<file path="config.mk">
export PLATFORM = sky130hd
export DESIGN_NAME = ckmu_top
export DESIGN_NICKNAME = d
export VERILOG_FILES = /design/src/ckmu_edge.v /design/src/ckmu_sync.v /design/src/ckmu_top.v
export VERILOG_INCLUDE_DIRS = /design/src
export SDC_FILE = /design/constraint.sdc
export NUM_CORES = 1
export LEC_CHECK = 0
export CAP_MARGIN = 40
export CORE_ASPECT_RATIO = 0.7
export CORE_MARGIN = 2
export CORE_UTILIZATION = 40
export CTS_CLUSTER_DIAMETER = 30
export DETAILED_ROUTE_END_ITERATION = 16
export DONT_BUFFER_PORTS = 1
export REMOVE_ABC_BUFFERS = 1
export SKIP_LAST_GASP = 1
export SLEW_MARGIN = 10
export SYNTH_ARGS = -nofsm -noshare
export SYNTH_HDL_FRONTEND = slang
export SYNTH_HIERARCHICAL = 1
export SYNTH_SLANG_ARGS = --single-unit
</file>
<file path="constraint.sdc">
create_clock -name pclk -period 6.55 [get_ports pclk]
set_clock_uncertainty 0.2 [all_clocks]
set_input_delay 0.655 -clock pclk [delete_from_list [all_inputs] [get_ports pclk]]
set_output_delay 0.655 -clock pclk [all_outputs]
set_load 0.03 [all_outputs]
</file>
<file path="src/ckmu_regs.vh">
// Register map, field positions, reset values and timing counts of the
// capacitive key measure unit.
// Assumes APB with 32-bit data; each register takes one aligned word.
`ifndef CKMU_REGS_VH
`define CKMU_REGS_VH

// ----------------------------------------------------------------------
// Register byte offsets
// ----------------------------------------------------------------------
`define CKMU_OFS_SLOT_PRELOAD 12'h000
`define CKMU_OFS_FUNC_CTRL 12'h004
`define CKMU_OFS_FREQ_CTRL 12'h008
`define CKMU_OFS_REF_COUNT_LOW 12'h00C
`define CKMU_OFS_REF_COUNT_HIGH 12'h010
`define CKMU_OFS_SENSE_COUNT_LOW 12'h014
`define CKMU_OFS_SENSE_COUNT_HIGH 12'h018
`define CKMU_OFS_REF_CAP_TRIM_LOW 12'h01C
`define CKMU_OFS_REF_CAP_TRIM_HIGH 12'h020
`define CKMU_OFS_CONTROL_A 12'h024
`define CKMU_OFS_CONTROL_B 12'h028
`define CKMU_OFS_STATUS 12'h02C

// ----------------------------------------------------------------------
// Field positions
// ----------------------------------------------------------------------
`define CKMU_FC_SLOT_OV 6
`define CKMU_FC_START 5
`define CKMU_FC_SENSE_OV 4
`define CKMU_FC_REF_OV 3
`define CKMU_CB_SLOT_CLK 7
`define CKMU_CB_REF_OSC_EN 5
`define CKMU_CB_KEY_OSC_EN 4
`define CKMU_CB_SECOND_KEY_EN 1
`define CKMU_CB_FIRST_KEY_EN 0
`define CKMU_CA_DOUBLE 5
`define CKMU_CA_FILTER 4
`define CKMU_CA_HOP_SRC 3

// Writable bit masks
`define CKMU_FC_MASK 8'h7B
`define CKMU_CB_MASK 8'hB3

// ----------------------------------------------------------------------
// Reset values
// ----------------------------------------------------------------------
`define CKMU_RST_BYTE 8'h00
`define CKMU_RST_FREQ_CTRL 8'h03

// ----------------------------------------------------------------------
// Timing counts
// ----------------------------------------------------------------------
`define CKMU_SLOT_UNIT_CYCLES 32
`define CKMU_SLOT_CLK_DIV 4

`endif

</file>
<file path="src/ckmu_edge.v">
// Rising edge detector with a gate; gives a one-cycle pulse per rising edge.
// Assumes a synchronised input on pclk.
`timescale 1ns/1ps
module ckmu_edge (
   input wire pclk,
   input wire presetn,
   input wire level_in,
   input wire gate,
   output wire rise
);
   reg last;

   // Previous sample
   always @(posedge pclk or negedge presetn) begin
      if (!presetn) begin
         last <= 1'b0;
      end else begin
         last <= level_in;
      end
   end

   assign rise = gate & level_in & ~last;
endmodule

</file>
<file path="src/ckmu_sync.v">
// Two-flop synchroniser for one asynchronous level.
// Assumes the input comes from outside the pclk domain.
`timescale 1ns/1ps
module ckmu_sync (
   input wire pclk,
   input wire presetn,
   input wire async_in,
   output reg sync_out
);
   reg stage1;

   // ----------------------------------------------------------------
   // Two flip-flops, first read only by second
   // ----------------------------------------------------------------
   always @(posedge pclk or negedge presetn) begin
      if (!presetn) begin
         stage1 <= 1'b0;
         sync_out <= 1'b0;
      end else begin
         stage1 <= async_in;
         sync_out <= stage1;
      end
   end
endmodule

</file>
<file path="src/ckmu_top.v">
// Capacitive key measure unit: control registers, measurement counters.
// Assumes APB slave on pclk; oscillators are analog and outside, their
// outputs arrive asynchronously and are synchronised here.
`timescale 1ns/1ps
`include "ckmu_regs.vh"

// Contract
// Sense counter holds value after slot overflow
// Sense count reads zero when start cleared
// Ten-bit trim drives reference capacitance
// Mux code picks first or second key
// Double bit doubles key oscillator
// Filter bit switches filter function
// Hardware hop overrides software hop field
// Hop field selects eight frequencies
// Slot clock from reference or pclk/4
// Oscillator enable bits gate oscillators
// Key enable bits admit keys
// Start clear clears counters, not slot
// Start rise switches all counters on
// Slot overflow stops oscillators and counters
// One interrupt on slot overflow
// Slot flag sticky until software clears
// Sense overflow flag sticky
// Reference overflow flag sticky
// Start enables and synchronises oscillators
// Software configures before raising start
// Count sense cycles over fixed interval
// Slot lasts (256-preload) times 32 clocks
// Reference clock divides pclk by 1,2,4,8
// Frequency field picks 1,3,7,11 MHz
// Software-set slot flag raises no request
// Count only selected, enabled key
module ckmu_top #(
   parameter CNT_W = 16,
   parameter SLOT_W = 8,
   parameter UNIT_W = 5
) (
   input wire pclk,
   input wire presetn,
   input wire psel,
   input wire penable,
   input wire pwrite,
   input wire [11:0] paddr,
   input wire [31:0] pwdata,
   output reg [31:0] prdata,
   output wire pready,
   output wire pslverr,
   input wire first_key,
   input wire second_key,
   input wire ref_osc,
   output reg [9:0] ref_cap_trim,
   output reg [1:0] key_mux_select,
   output reg freq_double_enable,
   output reg filter_enable,
   output reg hop_control_source,
   output reg [2:0] hop_freq_select,
   output reg [1:0] osc_freq_select,
   output reg ref_osc_run,
   output reg key_osc_run,
   output reg osc_sync,
   output reg sense_irq
);
   // ----------------------------------------------------------------
   // Registers and state
   // ----------------------------------------------------------------
   reg [SLOT_W-1:0] slot_preload;
   reg [1:0] ref_count_clock_select;
   reg detect_start;
   reg slot_overflow_flag;
   reg sense_count_overflow_flag;
   reg ref_count_overflow_flag;
   reg slot_clock_select;
   reg ref_osc_enable;
   reg key_osc_enable;
   reg second_key_enable;
   reg first_key_enable;
   reg [CNT_W-1:0] sense_count;
   reg [CNT_W-1:0] ref_count;
   reg [UNIT_W-1:0] unit_count;
   reg [SLOT_W-1:0] slot_count;
   reg [2:0] ref_div;
   reg [1:0] sys_div4;
   reg [1:0] state;
   reg [1:0] next_state;
   wire first_key_s;
   wire second_key_s;
   wire ref_s;
   wire first_key_rise;
   wire second_key_rise;
   wire ref_rise;

   // Measurement states
   localparam ST_IDLE = 2'b00;
   localparam ST_RUN = 2'b01;
   localparam ST_DONE = 2'b10;

   // ----------------------------------------------------------------
   // Bus decode
   // ----------------------------------------------------------------
   wire wr_en = psel & penable & pwrite;
   wire start_wr = wr_en && (paddr == `CKMU_OFS_FUNC_CTRL);
   wire next_start = pwdata[`CKMU_FC_START];
   wire start_rise = start_wr & next_start & ~detect_start;
   wire start_fall = start_wr & ~next_start & detect_start;

   // Known address test
   function mapped;
      input [11:0] a;
      begin
         mapped = (a[1:0] == 2'b00) && (a <= `CKMU_OFS_STATUS);
      end
   endfunction

   // Divider terminal count for the reference counter clock
   function div_tick;
      input [2:0] cnt;
      input [1:0] sel;
      begin
         case (sel)
            2'b00: div_tick = 1'b1;
            2'b01: div_tick = cnt[0];
            2'b10: div_tick = &cnt[1:0];
            default: div_tick = &cnt;
         endcase
      end
   endfunction

   assign pready = 1'b1;
   assign pslverr = psel & penable & ~mapped(paddr);

   // ----------------------------------------------------------------
   // Oscillator input synchronisers and edge detectors
   // ----------------------------------------------------------------
   ckmu_sync u_sync_k1 (.pclk(pclk), .presetn(presetn), .async_in(first_key),
      .sync_out(first_key_s));
   ckmu_sync u_sync_k2 (.pclk(pclk), .presetn(presetn), .async_in(second_key),
      .sync_out(second_key_s));
   ckmu_sync u_sync_ref (.pclk(pclk), .presetn(presetn), .async_in(ref_osc),
      .sync_out(ref_s));

   wire running = (state == ST_RUN);
   // Selected, enabled key only
   wire k1_gate = running & key_osc_enable & first_key_enable &
      (key_mux_select == 2'b00);
   wire k2_gate = running & key_osc_enable & second_key_enable &
      (key_mux_select == 2'b01);
   ckmu_edge u_edge_k1 (.pclk(pclk), .presetn(presetn), .level_in(first_key_s),
      .gate(k1_gate), .rise(first_key_rise));
   ckmu_edge u_edge_k2 (.pclk(pclk), .presetn(presetn), .level_in(second_key_s),
      .gate(k2_gate), .rise(second_key_rise));
   ckmu_edge u_edge_ref (.pclk(pclk), .presetn(presetn), .level_in(ref_s),
      .gate(running & ref_osc_enable), .rise(ref_rise));

   // Sense count event, doubled when doubling is on
   wire sense_tick = first_key_rise | second_key_rise;

   // ----------------------------------------------------------------
   // Time slot clock: reference edges or pclk/4
   // ----------------------------------------------------------------
   wire slot_tick = running & (slot_clock_select ? (sys_div4 == 2'b11)
      : ref_rise);
   wire unit_wrap = slot_tick & (&unit_count);
   wire slot_ov = unit_wrap & (&slot_count);
   wire ref_tick = running & div_tick(ref_div, ref_count_clock_select);

   // ----------------------------------------------------------------
   // Measurement state machine
   // ----------------------------------------------------------------
   always @* begin
      next_state = state;
      case (state)
         ST_IDLE: begin
            if (start_rise) begin
               next_state = ST_RUN;
            end
         end
         ST_RUN: begin
            if (start_fall) begin
               next_state = ST_IDLE;
            end else if (slot_ov) begin
               next_state = ST_DONE;
            end
         end
         ST_DONE: begin
            if (start_fall) begin
               next_state = ST_IDLE;
            end
         end
         default: next_state = ST_IDLE;
      endcase
   end

   always @(posedge pclk or negedge presetn) begin
      if (!presetn) begin
         state <= ST_IDLE;
      end else begin
         state <= next_state;
      end
   end

   // ----------------------------------------------------------------
   // Measurement counters
   // ----------------------------------------------------------------
   always @(posedge pclk or negedge presetn) begin
      if (!presetn) begin
         sense_count <= {CNT_W{1'b0}};
         ref_count <= {CNT_W{1'b0}};
         unit_count <= {UNIT_W{1'b0}};
         slot_count <= {SLOT_W{1'b0}};
         ref_div <= 3'h0;
         sys_div4 <= 2'h0;
      end else if (start_fall) begin
         sense_count <= {CNT_W{1'b0}};
         ref_count <= {CNT_W{1'b0}};
         unit_count <= {UNIT_W{1'b0}};
         ref_div <= 3'h0;
         sys_div4 <= 2'h0;
      end else if (start_rise) begin
         slot_count <= slot_preload;
         unit_count <= {UNIT_W{1'b0}};
         ref_div <= 3'h0;
         sys_div4 <= 2'h0;
      end else if (running) begin
         ref_div <= ref_div + 3'h1;
         sys_div4 <= sys_div4 + 2'h1;
         if (sense_tick) begin
            if (freq_double_enable) begin
               sense_count <= sense_count + 16'h0002;
            end else begin
               sense_count <= sense_count + 16'h0001;
            end
         end
         if (ref_tick) begin
            ref_count <= ref_count + 16'h0001;
         end
         if (slot_tick) begin
            unit_count <= unit_count + 5'h01;
         end
         if (unit_wrap) begin
            slot_count <= slot_count + 8'h01;
         end
      end
      // Outside the run state counters hold their values // R1
   end

   // Overflow events of the 16-bit counters
   wire sense_wrap = running & sense_tick &
      ((sense_count == 16'hFFFF) |
      (freq_double_enable & (sense_count == 16'hFFFE)));
   wire ref_wrap = ref_tick & (&ref_count);

   // ----------------------------------------------------------------
   // Register writes and sticky flags (set wins over clear)
   // ----------------------------------------------------------------
   always @(posedge pclk or negedge presetn) begin
      if (!presetn) begin
         slot_preload <= `CKMU_RST_BYTE;
         ref_count_clock_select <= 2'b00;
         detect_start <= 1'b0;
         slot_overflow_flag <= 1'b0;
         sense_count_overflow_flag <= 1'b0;
         ref_count_overflow_flag <= 1'b0;
         osc_freq_select <= 2'b11;
         ref_cap_trim <= 10'h000;
         key_mux_select <= 2'b00;
         freq_double_enable <= 1'b0;
         filter_enable <= 1'b0;
         hop_control_source <= 1'b0;
         hop_freq_select <= 3'b000;
         slot_clock_select <= 1'b0;
         ref_osc_enable <= 1'b0;
         key_osc_enable <= 1'b0;
         second_key_enable <= 1'b0;
         first_key_enable <= 1'b0;
      end else begin
         if (wr_en) begin
            case (paddr)
               `CKMU_OFS_SLOT_PRELOAD: slot_preload <= pwdata[7:0];
               `CKMU_OFS_FUNC_CTRL: begin
                  detect_start <= next_start;
                  ref_count_clock_select <= pwdata[1:0];
                  slot_overflow_flag <= pwdata[`CKMU_FC_SLOT_OV];
                  sense_count_overflow_flag <= pwdata[`CKMU_FC_SENSE_OV];
                  ref_count_overflow_flag <= pwdata[`CKMU_FC_REF_OV];
               end
               `CKMU_OFS_FREQ_CTRL: osc_freq_select <= pwdata[1:0];
               `CKMU_OFS_REF_CAP_TRIM_LOW: ref_cap_trim[7:0] <= pwdata[7:0];
               `CKMU_OFS_REF_CAP_TRIM_HIGH: ref_cap_trim[9:8] <= pwdata[1:0];
               `CKMU_OFS_CONTROL_A: begin
                  key_mux_select <= pwdata[7:6];
                  freq_double_enable <= pwdata[`CKMU_CA_DOUBLE];
                  filter_enable <= pwdata[`CKMU_CA_FILTER];
                  hop_control_source <= pwdata[`CKMU_CA_HOP_SRC];
                  hop_freq_select <= pwdata[2:0];
               end
               `CKMU_OFS_CONTROL_B: begin
                  slot_clock_select <= pwdata[`CKMU_CB_SLOT_CLK];
                  ref_osc_enable <= pwdata[`CKMU_CB_REF_OSC_EN];
                  key_osc_enable <= pwdata[`CKMU_CB_KEY_OSC_EN];
                  second_key_enable <= pwdata[`CKMU_CB_SECOND_KEY_EN];
                  first_key_enable <= pwdata[`CKMU_CB_FIRST_KEY_EN];
               end
               default: ;
            endcase
         end
         // Hardware sets override a same-cycle clear
         if (slot_ov) begin
            slot_overflow_flag <= 1'b1;
         end
         if (sense_wrap) begin
            sense_count_overflow_flag <= 1'b1;
         end
         if (ref_wrap) begin
            ref_count_overflow_flag <= 1'b1;
         end
      end
   end

   // ----------------------------------------------------------------
   // Oscillator run controls, sync pulse and interrupt pulse
   // ----------------------------------------------------------------
   always @(posedge pclk or negedge presetn) begin
      if (!presetn) begin
         ref_osc_run <= 1'b0;
         key_osc_run <= 1'b0;
         osc_sync <= 1'b0;
         sense_irq <= 1'b0;
      end else begin
         ref_osc_run <= (next_state == ST_RUN) & ref_osc_enable;
         key_osc_run <= (next_state == ST_RUN) & key_osc_enable;
         osc_sync <= start_rise;
         sense_irq <= slot_ov;
      end
   end

   // ----------------------------------------------------------------
   // Read data
   // ----------------------------------------------------------------
   always @(posedge pclk or negedge presetn) begin
      if (!presetn) begin
         prdata <= 32'h00000000;
      end else if (psel & ~penable & ~pwrite) begin
         case (paddr)
            `CKMU_OFS_SLOT_PRELOAD: prdata <= {24'h000000, slot_preload};
            `CKMU_OFS_FUNC_CTRL: prdata <= {25'h0000000, slot_overflow_flag,
               detect_start, sense_count_overflow_flag, ref_count_overflow_flag,
               1'b0, ref_count_clock_select};
            `CKMU_OFS_FREQ_CTRL: prdata <= {30'h00000000, osc_freq_select};
            `CKMU_OFS_REF_COUNT_LOW: prdata <= {24'h000000, ref_count[7:0]};
            `CKMU_OFS_REF_COUNT_HIGH: prdata <= {24'h000000, ref_count[15:8]};
            `CKMU_OFS_SENSE_COUNT_LOW: prdata <= {24'h000000, sense_count[7:0]};
            `CKMU_OFS_SENSE_COUNT_HIGH: prdata <= {24'h000000, sense_count[15:8]};
            `CKMU_OFS_REF_CAP_TRIM_LOW: prdata <= {24'h000000, ref_cap_trim[7:0]};
            `CKMU_OFS_REF_CAP_TRIM_HIGH: prdata <= {30'h00000000, ref_cap_trim[9:8]};
            `CKMU_OFS_CONTROL_A: prdata <= {24'h000000, key_mux_select,
               freq_double_enable, filter_enable, hop_control_source,
               hop_freq_select};
            `CKMU_OFS_CONTROL_B: prdata <= {24'h000000, slot_clock_select, 1'b0,
               ref_osc_enable, key_osc_enable, 2'b00, second_key_enable,
               first_key_enable};
            `CKMU_OFS_STATUS: prdata <= {30'h00000000, state};
            default: prdata <= 32'h00000000;
         endcase
      end
   end
endmodule

</file>
==> results of run 1 <==
cell families (layout without fill, tap and decap cells):
family          after synthesis  after routing
simple gates                237            237
fa+ha+maj                    10             10
mux                          51             51
xor+xnor                     26             26
compound gates              143            143
other cells                   2             25
flops                       112            112
buf+inv                      73             38
power groups by stage:
stage	Sequential, mW	Clock (mW)	Combinational (mW)
after floorplan	0.709	0	0.0400
after global placement	0.710	0	0.0479
after detailed placement	0.710	0	0.0481
after CTS	0.696	0.634	0.0640
after global routing	0.696	0.661	0.0702
final	0.696	0.625	0.0643
repair_timing:
item / in CTS / in global routing
hold buffers: 1 / 0
setup buffers: 0 / 0
endpoints found under the hold margin: 112 / 0
cell type report:
class	instances	area (sq um)	share of cell area
flip-flops and latches	112	2810	0.411
clock inverters	7	113	0.0165
inverters	14	52.6	0.00770
well taps	200	250	0.0366
multi-input cells	492	3310	0.484
clock buffers	9	225	0.0330
repair buffers	8	77.6	0.0114
stage by stage:
stage | hold slack (ps) | util | instances | setup WS [ps]
5_1_grt | 38.4 | 0.438 | 842 | 3210
3_5_place_dp | 136 | 0.414 | 825 | 3180
4_1_cts | 67.7 | 0.438 | 842 | 3500
3_3_place_gp | 138 | 0.414 | 824 | 3220
2_1_floorplan | 131 | - | 618 | 2600
6_report | -8.20 | 0.438 | 842 | 3420
worst register-to-register path, stage by stage (launching register included):
cell       delay (ps)
dfrtp_1           470
nor2b_1           570
and2_1            210
and3b_1           180
mux2i_1           120
nor4b_1           770
o2111ai_1         210
a21oi_1           170
o21bai_1          130
cell usage in the layout (no fill, tap or decap), types with 5 or more instances in the layout:
cell type,synthesis,layout
nor4b_1,5,5
nand4_1,12,12
a22oi_1,14,14
mux2i_1,13,13
buf_4,28,6
nand2_1,56,56
o2111ai_1,11,11
o22ai_1,7,7
and2_1,10,10
xor2_1,20,20
nor3_1,7,7
ha_1,10,10
nand2b_1,9,9
clkbuf_16,0,9
dfrtp_1,110,110
o21ai_0,27,27
nor2_1,48,48
or3_1,6,6
a211oi_1,6,6
mux2_2,30,30
conb_1,2,25
mux2_1,8,8
o211ai_1,11,11
inv_1,14,14
and3_1,13,13
a21oi_1,27,27
nand3_1,24,24
nor2b_1,8,8
xnor2_1,6,6
a31oi_1,5,5
routing by layer:
| metal | track usage | wire (um) | vias to the layer above |
|---|---|---|---|
| met3 | 0.0661 | 1980 | 28 |
| met5 | 0 | 0 | - |
| met1 | 0.336 | 8820 | 2578 |
| met4 | 0.0537 | 299 | 0 |
| li1 | - | - | 2311 |
| met2 | 0.308 | 7450 | 239 |
flip-flops by register name (all words and copies together) (netlist names), 2 cells and up:
signal and count:
ref_cap_trim 10, unit_count 5, slot_count 8, slot_preload 8
hop_freq_select 3, state 2, ref_div 3, ref_count_clock_select 2
sys_div4 2, key_mux_select 2, prdata 8, sense_count 16
ref_count 16, osc_freq_select 2
final timing paths:
| check | start | to | slack (ps) | depth (start not counted) |
|---|---|---|---|---|
| min in group pclk | second_key | u_sync_k2/stage1 | 120 | 0 |
| hold / removal | presetn | ref_count[10] | -8 | 1 |
| setup reg to reg | state[0] | slot_count[7] | 3450 | 8 |
| hold reg to reg | u_sync_k1/stage1 | u_sync_k1/sync_out | 160 | 0 |
| max in group asynchronous | presetn | hop_freq_select[0] | 5650 | 1 |
| setup / recovery | paddr[3] | sense_count[1] | 3420 | 5 |
==> results.md, run 1 <==
- Slew @ Worst Pin: about 980 ps
- Top-count cell post-synth: dfrtp_1
- GPL Wtd Cong: between 0.9 and 1
- Total number of vias: between 5000 and 6000
- Vias in the first global route: slightly below 5000
- First-pass GRT wire length: roughly 29 mm
- Failing checks: negative hold slack
- Final setup vio count: 0
- Core Area: ~16000 sq um
- WP buf/inv: 0
- Fin. Hold Viols: 4
- Drt pass-1 iters: 6
- HP Class: primary input to asynchronous set/reset pin
- Syn Inst Count: approximately 650
- Post-route ant nets: 0
- CP max stage delay: roughly 840 ps
- Dpl cell area: 6460 sq um
- Ant diodes: 0
- CTS tree: done
- Status: finished, violations left
- Top-level I/O count: 110
- Setup crit start kind: primary input
- Crit Path Max Fanout: 19
- DRC violations left: 0
- Min Tclk post-route: between 3000 and 4000 ps
- Sequential Power Share: 0.502
- Slowest cell on the critical path: and4_1
- H-tree Lvls: 3
- Netlist Area Pre-Place: between 6000 and 7000 sq um
- Initial antenna violation count: 1
- EDFF count, synth: 0
- Vias per cell: 6.12
- Cell repeated most along the worst path: nand2_1
- Clock share of power: 0.451
- Synth warnings: 6
- Gr ovfl total: 0
- Predominant post-synthesis flop cell: dfrtp_1
- Synthesized area per cell: between 9 and 10 sq um
- Drt total wl: 18.5 mm
- Fillers: 1486
- Initial core utilization: 0.413
- TritonCTS buffer count: 9
- Cell Pwr Density: between 200 and 250 nW/um^2
- Avg WL per Cell: about 22 um
- Final period util: 0.478
- Largest net degree at the start of global routing: approximately 110
- Fmax: approximately 0.32 GHz
- Max-Cap Viols: 0
- Mux cell area share after synthesis: 0.0867
- DIE AREA: around 17000 sq um
- Worst hold slack: -8.20 ps
- Static leakage: between 2 and 3 nW
- Largest family of logic cells by synthesized area: simple AND/OR/NAND/NOR gates
- Power, Total: ~1.4 mW
- CP endpoint kind: flip-flop
- Synth-to-layout area growth: 6.08%
- Crit Path Category: primary input to flip-flop
- Post-synthesis sequential area ratio: 0.436
- CTS clk-pin slew, worst paths: 80 ps
- Total track usage: 0.222
- DP HPWL: around 14 mm
- Delay-heaviest family, CP: simple AND/OR/NAND/NOR gates
- Post-Synth Simple-Gate Area: 0.205
- Int Power: between 1 and 1.5 mW
- DRT iter0 DRCs: between 400 and 500
- Seq cells post-synth: between 100 and 150
- CTS resizes: 0
- Clk root buf: clkbuf_16
- Post-Layout Inst Area: slightly below 7000 sq um
- Compound-Gate Fraction of Synth Area: 0.152
- Clk Latency, worst-skew pair: 360 ps
- Top cells by count, synth: dfrtp_1 (110), nand2_1 (56), nor2_1 (48), mux2_2 (30), buf_4 (28)
- CTS Buffer Depth: 2
- Share of cells above drive strength 1: 0.121
- Slew Viols, Final: 0
- Count of cell types in the netlist: 74
- Clk sinks: between 100 and 150
- Die W: 156 um
- Post-layout nets: ~700
- I/O Buffers: 0
- Xor and xnor fraction of the mapped netlist area: 0.0354
- Setup TNS: 0 ps
- Adder-cell share of the synthesized area: 0.0194
- Arr. time, crit path: ~3200 ps
- Yosys top cell by area: dfrtp_1
- Cell chain of the critical path: nor4b_1 > and4_1 > nand2_1 > nand2_1 > o2bb2ai_1
- Critical Path RT: approximately 6600 ps
- Unrepaired setup endpoints after global routing: false
- Row cnt: 38
- Peak supply drop: around 120 uV
- Logic pwr share: 0.046
- Die height: approximately 110 um
- Main area contributors after synthesis: dfrtp_1 (43%), mux2_2 (5.2%), buf_4 (3.3%)
- Synth async-reset ratio: 1.00
- Worst slew margin: 0.342
- Sw Pwr: 0.334 mW
- Post-synth top area share: 0.428
- Switching Share: 0.241
Power figures use the tool's default switching activity.
==> run 2: changes to the inputs <==
Clock period 6.55 ns to 3.3 ns, I/O delays scaled along.
==> run 2 against run 1 <==
  * The run now ends clean
  * Sequential power rose by 98%
  * Total power rose by 90%
  * Clock power rose by 74%
  * Cell area rose by 1.9%
  * Global-route usage rose by 0.46 points
  * Routed wire length rose by 2.8%
  * Die area did not move
  * Register-to-register slack got worse by 3200 ps
  * Critical path depth rose by 3
  * First-iteration DRC count rose by 34%
  * Critical path type is now flip-flop to flip-flop
  * Critical endpoint is now sense_count[15]
  * Largest cell class unchanged
==> results.md, run 2 (synthesis results as in run 1) <==
- Status: finished, final reports clean
- Top flop regs: ref_count (16), sense_count (16), ref_cap_trim (10)
- Drt total wl: between 15 and 20 mm
- Total track usage: 0.227
- DP HPWL: approximately 14 mm
- DRT iter0 DRCs: roughly 600
- Largest net degree at the start of global routing: roughly 110
- Power, Total: ~2.6 mW
- Ant diodes: 0
- Drt pass-1 iters: 6
- Peak supply drop: ~210 uV
- I/O Buffers: 0
- CP endpoint kind: flip-flop
- Clk sinks: about 110
- Worst hold slack: 27.8 ps
- Initial core utilization: 0.413
- Slew Viols, Final: 0
- Arr. time, crit path: approximately 3200 ps
- Most frequent cells in the layout: dfrtp_1 (110), nand2_1 (56), nor2_1 (48), mux2_2 (30)
- Core Area: around 16000 sq um
- Worst slew margin: 0.401
- DIE AREA: 17100 sq um
- TritonCTS buffer count: 9
- Reg2reg start: state[1]
- Min Tclk post-route: just over 3000 ps
- Share of cells above drive strength 1: 0.126
- Cell Pwr Density: approximately 380 nW/um^2
- DP Cell Count: between 800 and 900
- CP Launch Point: state[1]
- First-pass GRT wire length: 29.0 mm
- Vias in the first global route: ~5000
- DRC violations left: 0
- Clk root buf: clkbuf_16
- Top-level I/O count: 110
- DRT met1 WL: about 8.6 mm
- Fmax: about 0.33 GHz
- Max Used Layer: met4
- Routed wl met3: approximately 2.4 mm
- Post-layout nets: 718
- Static leakage: 2.93 nW
- Non-filler cells, final: between 800 and 900
- Vias per cell: ~6.2
- Gr ovfl total: 0
- Slew @ Worst Pin: between 800 and 900 ps
- Area of the multi-input gates: roughly 3300 sq um
- Hold wc startpoint: paddr[3]
- H-tree Lvls: 3
- Met2 wire len: 7.66 mm
- Total number of vias: approximately 5300
- Die W: approximately 160 um
- Avg WL per Cell: around 22 um
- Post-CTS Setup Repair Bufs: 0
- Synth-to-layout area growth: 8.09%
- Fillers: ~1500
- Unrepaired setup endpoints after global routing: false
- Setup crit start kind: flip-flop
- Max-Cap Viols: 0
- Final period util: 0.927
- Clk Latency, worst-skew pair: ~370 ps
- Critical Path RT: around 3400 ps
- Die height: between 100 and 150 um
- HP Class: primary input to flip-flop
- Crit Path Max Fanout: 10
- CTS Buffer Depth: 2
- Reg area: 2810 sq um
- Crit Path Category: flip-flop to flip-flop
- GPL Wtd Cong: between 0.9 and 1
- Most common cell after layout, fill and taps aside: dfrtp_1
- Final setup vio count: 0
- Row cnt: 38
- Post-route ant nets: 0
- CTS tree: done
- Initial antenna violation count: 0
- Fin. Hold Viols: 0
- CTS clk-pin slew, worst paths: roughly 80 ps
[run 2: cell types whose count changed in the layout (fill, tap and decap cells not counted)]
cell / before / now
clkbuf_8: 0 / 1
clkinv_8: 1 / 0
bufinv_16: 2 / 0
buf_4: 6 / 12
clkinvlp_4: 1 / 0
dlygate4sd3_1: 0 / 14
inv_6: 1 / 2
buf_2: 1 / 0
clkinv_2: 0 / 2
[run 2: layer usage]
layer,vias to the layer above,GRT usage
li1,2348,-
met1,2650,0.330
met2,297,0.312
met3,38,0.0864
met4,0,0.0655
met5,-,0
[run 2: timing repair]
action,4_1_cts,5_1_grt
resized for setup,0,0
endpoints found under the hold margin,157,0
setup endpoints to repair,0,0
hold buffers,15,0
[run 2: power by group]
| group | leakage, nW | switching (mW) | total [mW] | internal, mW |
|---|---|---|---|---|
| registers | 1.42 | 0.00357 | 1.38 | 1.38 |
| clock network | 0.145 | 0.547 | 1.09 | 0.544 |
| logic | 1.36 | 0.119 | 0.157 | 0.0371 |
[run 2: final cells by class]
cell class                 instances  area share
multi-input combinational        492       0.475
inverter                          14     0.00755
clock inverter                     6     0.00683
tap                              200      0.0360
clock buffer                      10      0.0343
timing repair buffer              27      0.0370
sequential                       112       0.403
[run 2: path summary, 6_finish.rpt]
| check | to | slack, ps | depth (start not counted) |
|---|---|---|---|
| max | sense_count[15] | 240 | 8 |
| min | ref_cap_trim[9] | 30 | 2 |
| max reg2reg | sense_count[15] | 240 | 8 |
| min reg2reg | u_sync_k1/sync_out | 150 | 0 |
| max in group asynchronous | u_edge_ref/last | 2040 | 2 |
| min in group asynchronous | prdata[3] | 320 | 2 |
[run 2: critical path, stage by stage, from the launching register on]
cell and delay, ps:
dfrtp_1 450, nand2b_1 360, nor4b_1 390, and3b_1 260, nor2_1 90, nor2_4 250, o211ai_1 280, or4b_1 560
a21oi_1 140
[run 2: per-stage QoR]
step                 util  setup TNS (ps)  worst slack [ps]  cell area, sq um
floorplan               -           -1360              -322              6160
global placement    0.417               0               463              6500
detailed placement  0.417               0               309              6500
CTS                 0.446               0               265              6960
global route        0.446               0              56.8              6960
finish              0.446               0               241              6960
==> run 3: changes to the inputs <==
Clock period 3.3 ns to 3.11 ns, I/O delays scaled along.
==> run 3 against run 2 <==
  * The flow now finishes with violations (negative hold slack)
  * Clock-buffer cell count unchanged
  * Maximum frequency up 9.0%
  * Sequential power is 7% higher
  * Clock power up 11%
  * Critical path type unchanged
  * Largest power group unchanged
==> results.md, run 3 (synthesis results as in run 1) <==
- Top-level I/O count: 110
- Top flop regs: ref_count (16), sense_count (16), ref_cap_trim (10)
- CP Launch Point: state[1]
- Vias in the first global route: 5000
- Share of cells above drive strength 1: 0.131
- Layout Utilization: 0.448
- Max-Cap Viols: 0
- Cell chain of the critical path: nand2b_1 > nor4b_1 > and3b_1 > nor2_1 > nor2_4 > o211ai_1 > or4b_1 > a21oi_1
- Cell Pwr Density: about 400 nW/um^2
- CTS resizes: 0
- Core Area: between 15000 and 20000 sq um
- Static leakage: approximately 2.9 nW
- Clk root buf: clkbuf_16
- Fmax: approximately 0.36 GHz
- CTS Buffer Depth: 2
- Placement Setup Slack: 372 ps
- Reg2reg setup slack: 300 ps
- I/O Buffers: 0
- Drt pass-1 iters: 5
- Failing checks: negative hold slack
- Clk sinks: 112
- Final setup vio count: 0
- DRC violations left: 0
- Crit Path Category: flip-flop to flip-flop
- Dpl cell area: ~6600 sq um
- Avg WL per Cell: about 22 um
- Power, Total: ~2.8 mW
- Critical R2R Capture: sense_count[15]
- Fin. Hold Viols: 112
- Most frequent cells in the layout: dfrtp_1 (110), nand2_1 (56), nor2_1 (48), mux2_2 (30)
- CP max stage delay: 550 ps
- Fillers: roughly 1500
- Post-CTS Setup Repair Bufs: 0
- Slowest cell on the critical path: or4b_1
- DRT iter0 DRCs: 529
- H-tree Lvls: 3
- Synth-to-layout area growth: 8.55%
- Min Tclk post-route: roughly 2800 ps
- Critical Path RT: 3190 ps
- Total number of vias: ~5300
- Vias per cell: around 6.1
- Slew Viols, Final: 0
- First-pass GRT wire length: between 20 and 30 mm
- Setup crit start kind: flip-flop
- Worst hold slack: -559 ps
- Die W: ~160 um
- CP endpoint kind: flip-flop
- TritonCTS buffer count: 9
- Non-filler cells, final: about 860
- CTS tree: done
- DIE AREA: 17100 sq um
- Worst slew margin: 0.344
- Slew @ Worst Pin: just under 1000 ps
- DP HPWL: 13.8 mm
- Critical Path Sink: sense_count[15]
- GPL Wtd Cong: ~1.0
- Post-layout nets: around 720
- Ant diodes: 0
- Delay-heaviest family, CP: simple AND/OR/NAND/NOR gates
- DP Cell Count: about 840
- WP buf/inv: 0
- Final WS setup: just over 300 ps
- Total track usage: 0.230
- Largest net degree at the start of global routing: between 100 and 150
- Status: finished, violations left
- Peak supply drop: 262 uV
- Initial core utilization: 0.413
- Arr. time, crit path: ~2900 ps
- Unrepaired setup endpoints after global routing: false
- Post-Layout Inst Area: around 7000 sq um
- Most common cell after layout, fill and taps aside: dfrtp_1
- Crit path depth: 8
- Row cnt: 38
- Final period util: 0.903
- Post-route ant nets: 0
- Reg2reg start: state[1]
- Worst reg-to-reg path cell count: 8
- HP Class: primary input to asynchronous set/reset pin
- CTS clk-pin slew, worst paths: about 80 ps
- Post-CTS Hold Buffers: 13
- Gr ovfl total: 0
- Setup TNS: 0 ps
- Drt total wl: 19.2 mm
- Clk Latency, worst-skew pair: between 300 and 400 ps
- Die height: roughly 110 um
- Initial antenna violation count: 0
- Crit Path Max Fanout: 10
[run 3: changes by cell type in the layout (fill, tap and decap cells not counted), sizes merged]
cell         previous run  this run
buf                    13        17
clkinvlp                0         1
bufinv                  0         1
dlygate4sd3            14        13
inv                    17        16
clkinv                  3         2
[run 3: routing by layer]
layer	vias up	routed length (um)	global-route usage
met5	-	0	0
met4	0	256	0.0491
met3	19	2660	0.0876
met2	309	7870	0.336
met1	2613	8410	0.325
li1	2356	-	-
[run 3: where the power goes]
| group | total (mW) | switching, mW | leakage [nW] | internal, mW |
|---|---|---|---|---|
| Combinational | 0.133 | 0.0985 | 1.38 | 0.0350 |
| Clock | 1.21 | 0.559 | 0.149 | 0.651 |
| Sequential | 1.47 | 0.00382 | 1.42 | 1.46 |
| Total | 2.81 | 0.661 | 2.95 | 2.15 |
[run 3: cell type report]
cell class	instances	area, sq um	area share
tap	200	250	0.0358
multi-input combinational	492	3310	0.473
clock buffer	10	239	0.0342
sequential	112	2810	0.401
inverter	14	52.6	0.00752
timing repair buffer	30	270	0.0387
clock inverter	6	65.1	0.00931
[run 3: worst min-delay path by stage]
stage	to	slack (ps)	cells after the start
floorplan	detect_start	-180	0
global placement	ref_count[14]	-180	0
detailed placement	ref_count[14]	-180	0
CTS	ref_count[14]	-570	0
global route	prdata[6]	-570	0
finish	ref_count[14]	-560	0
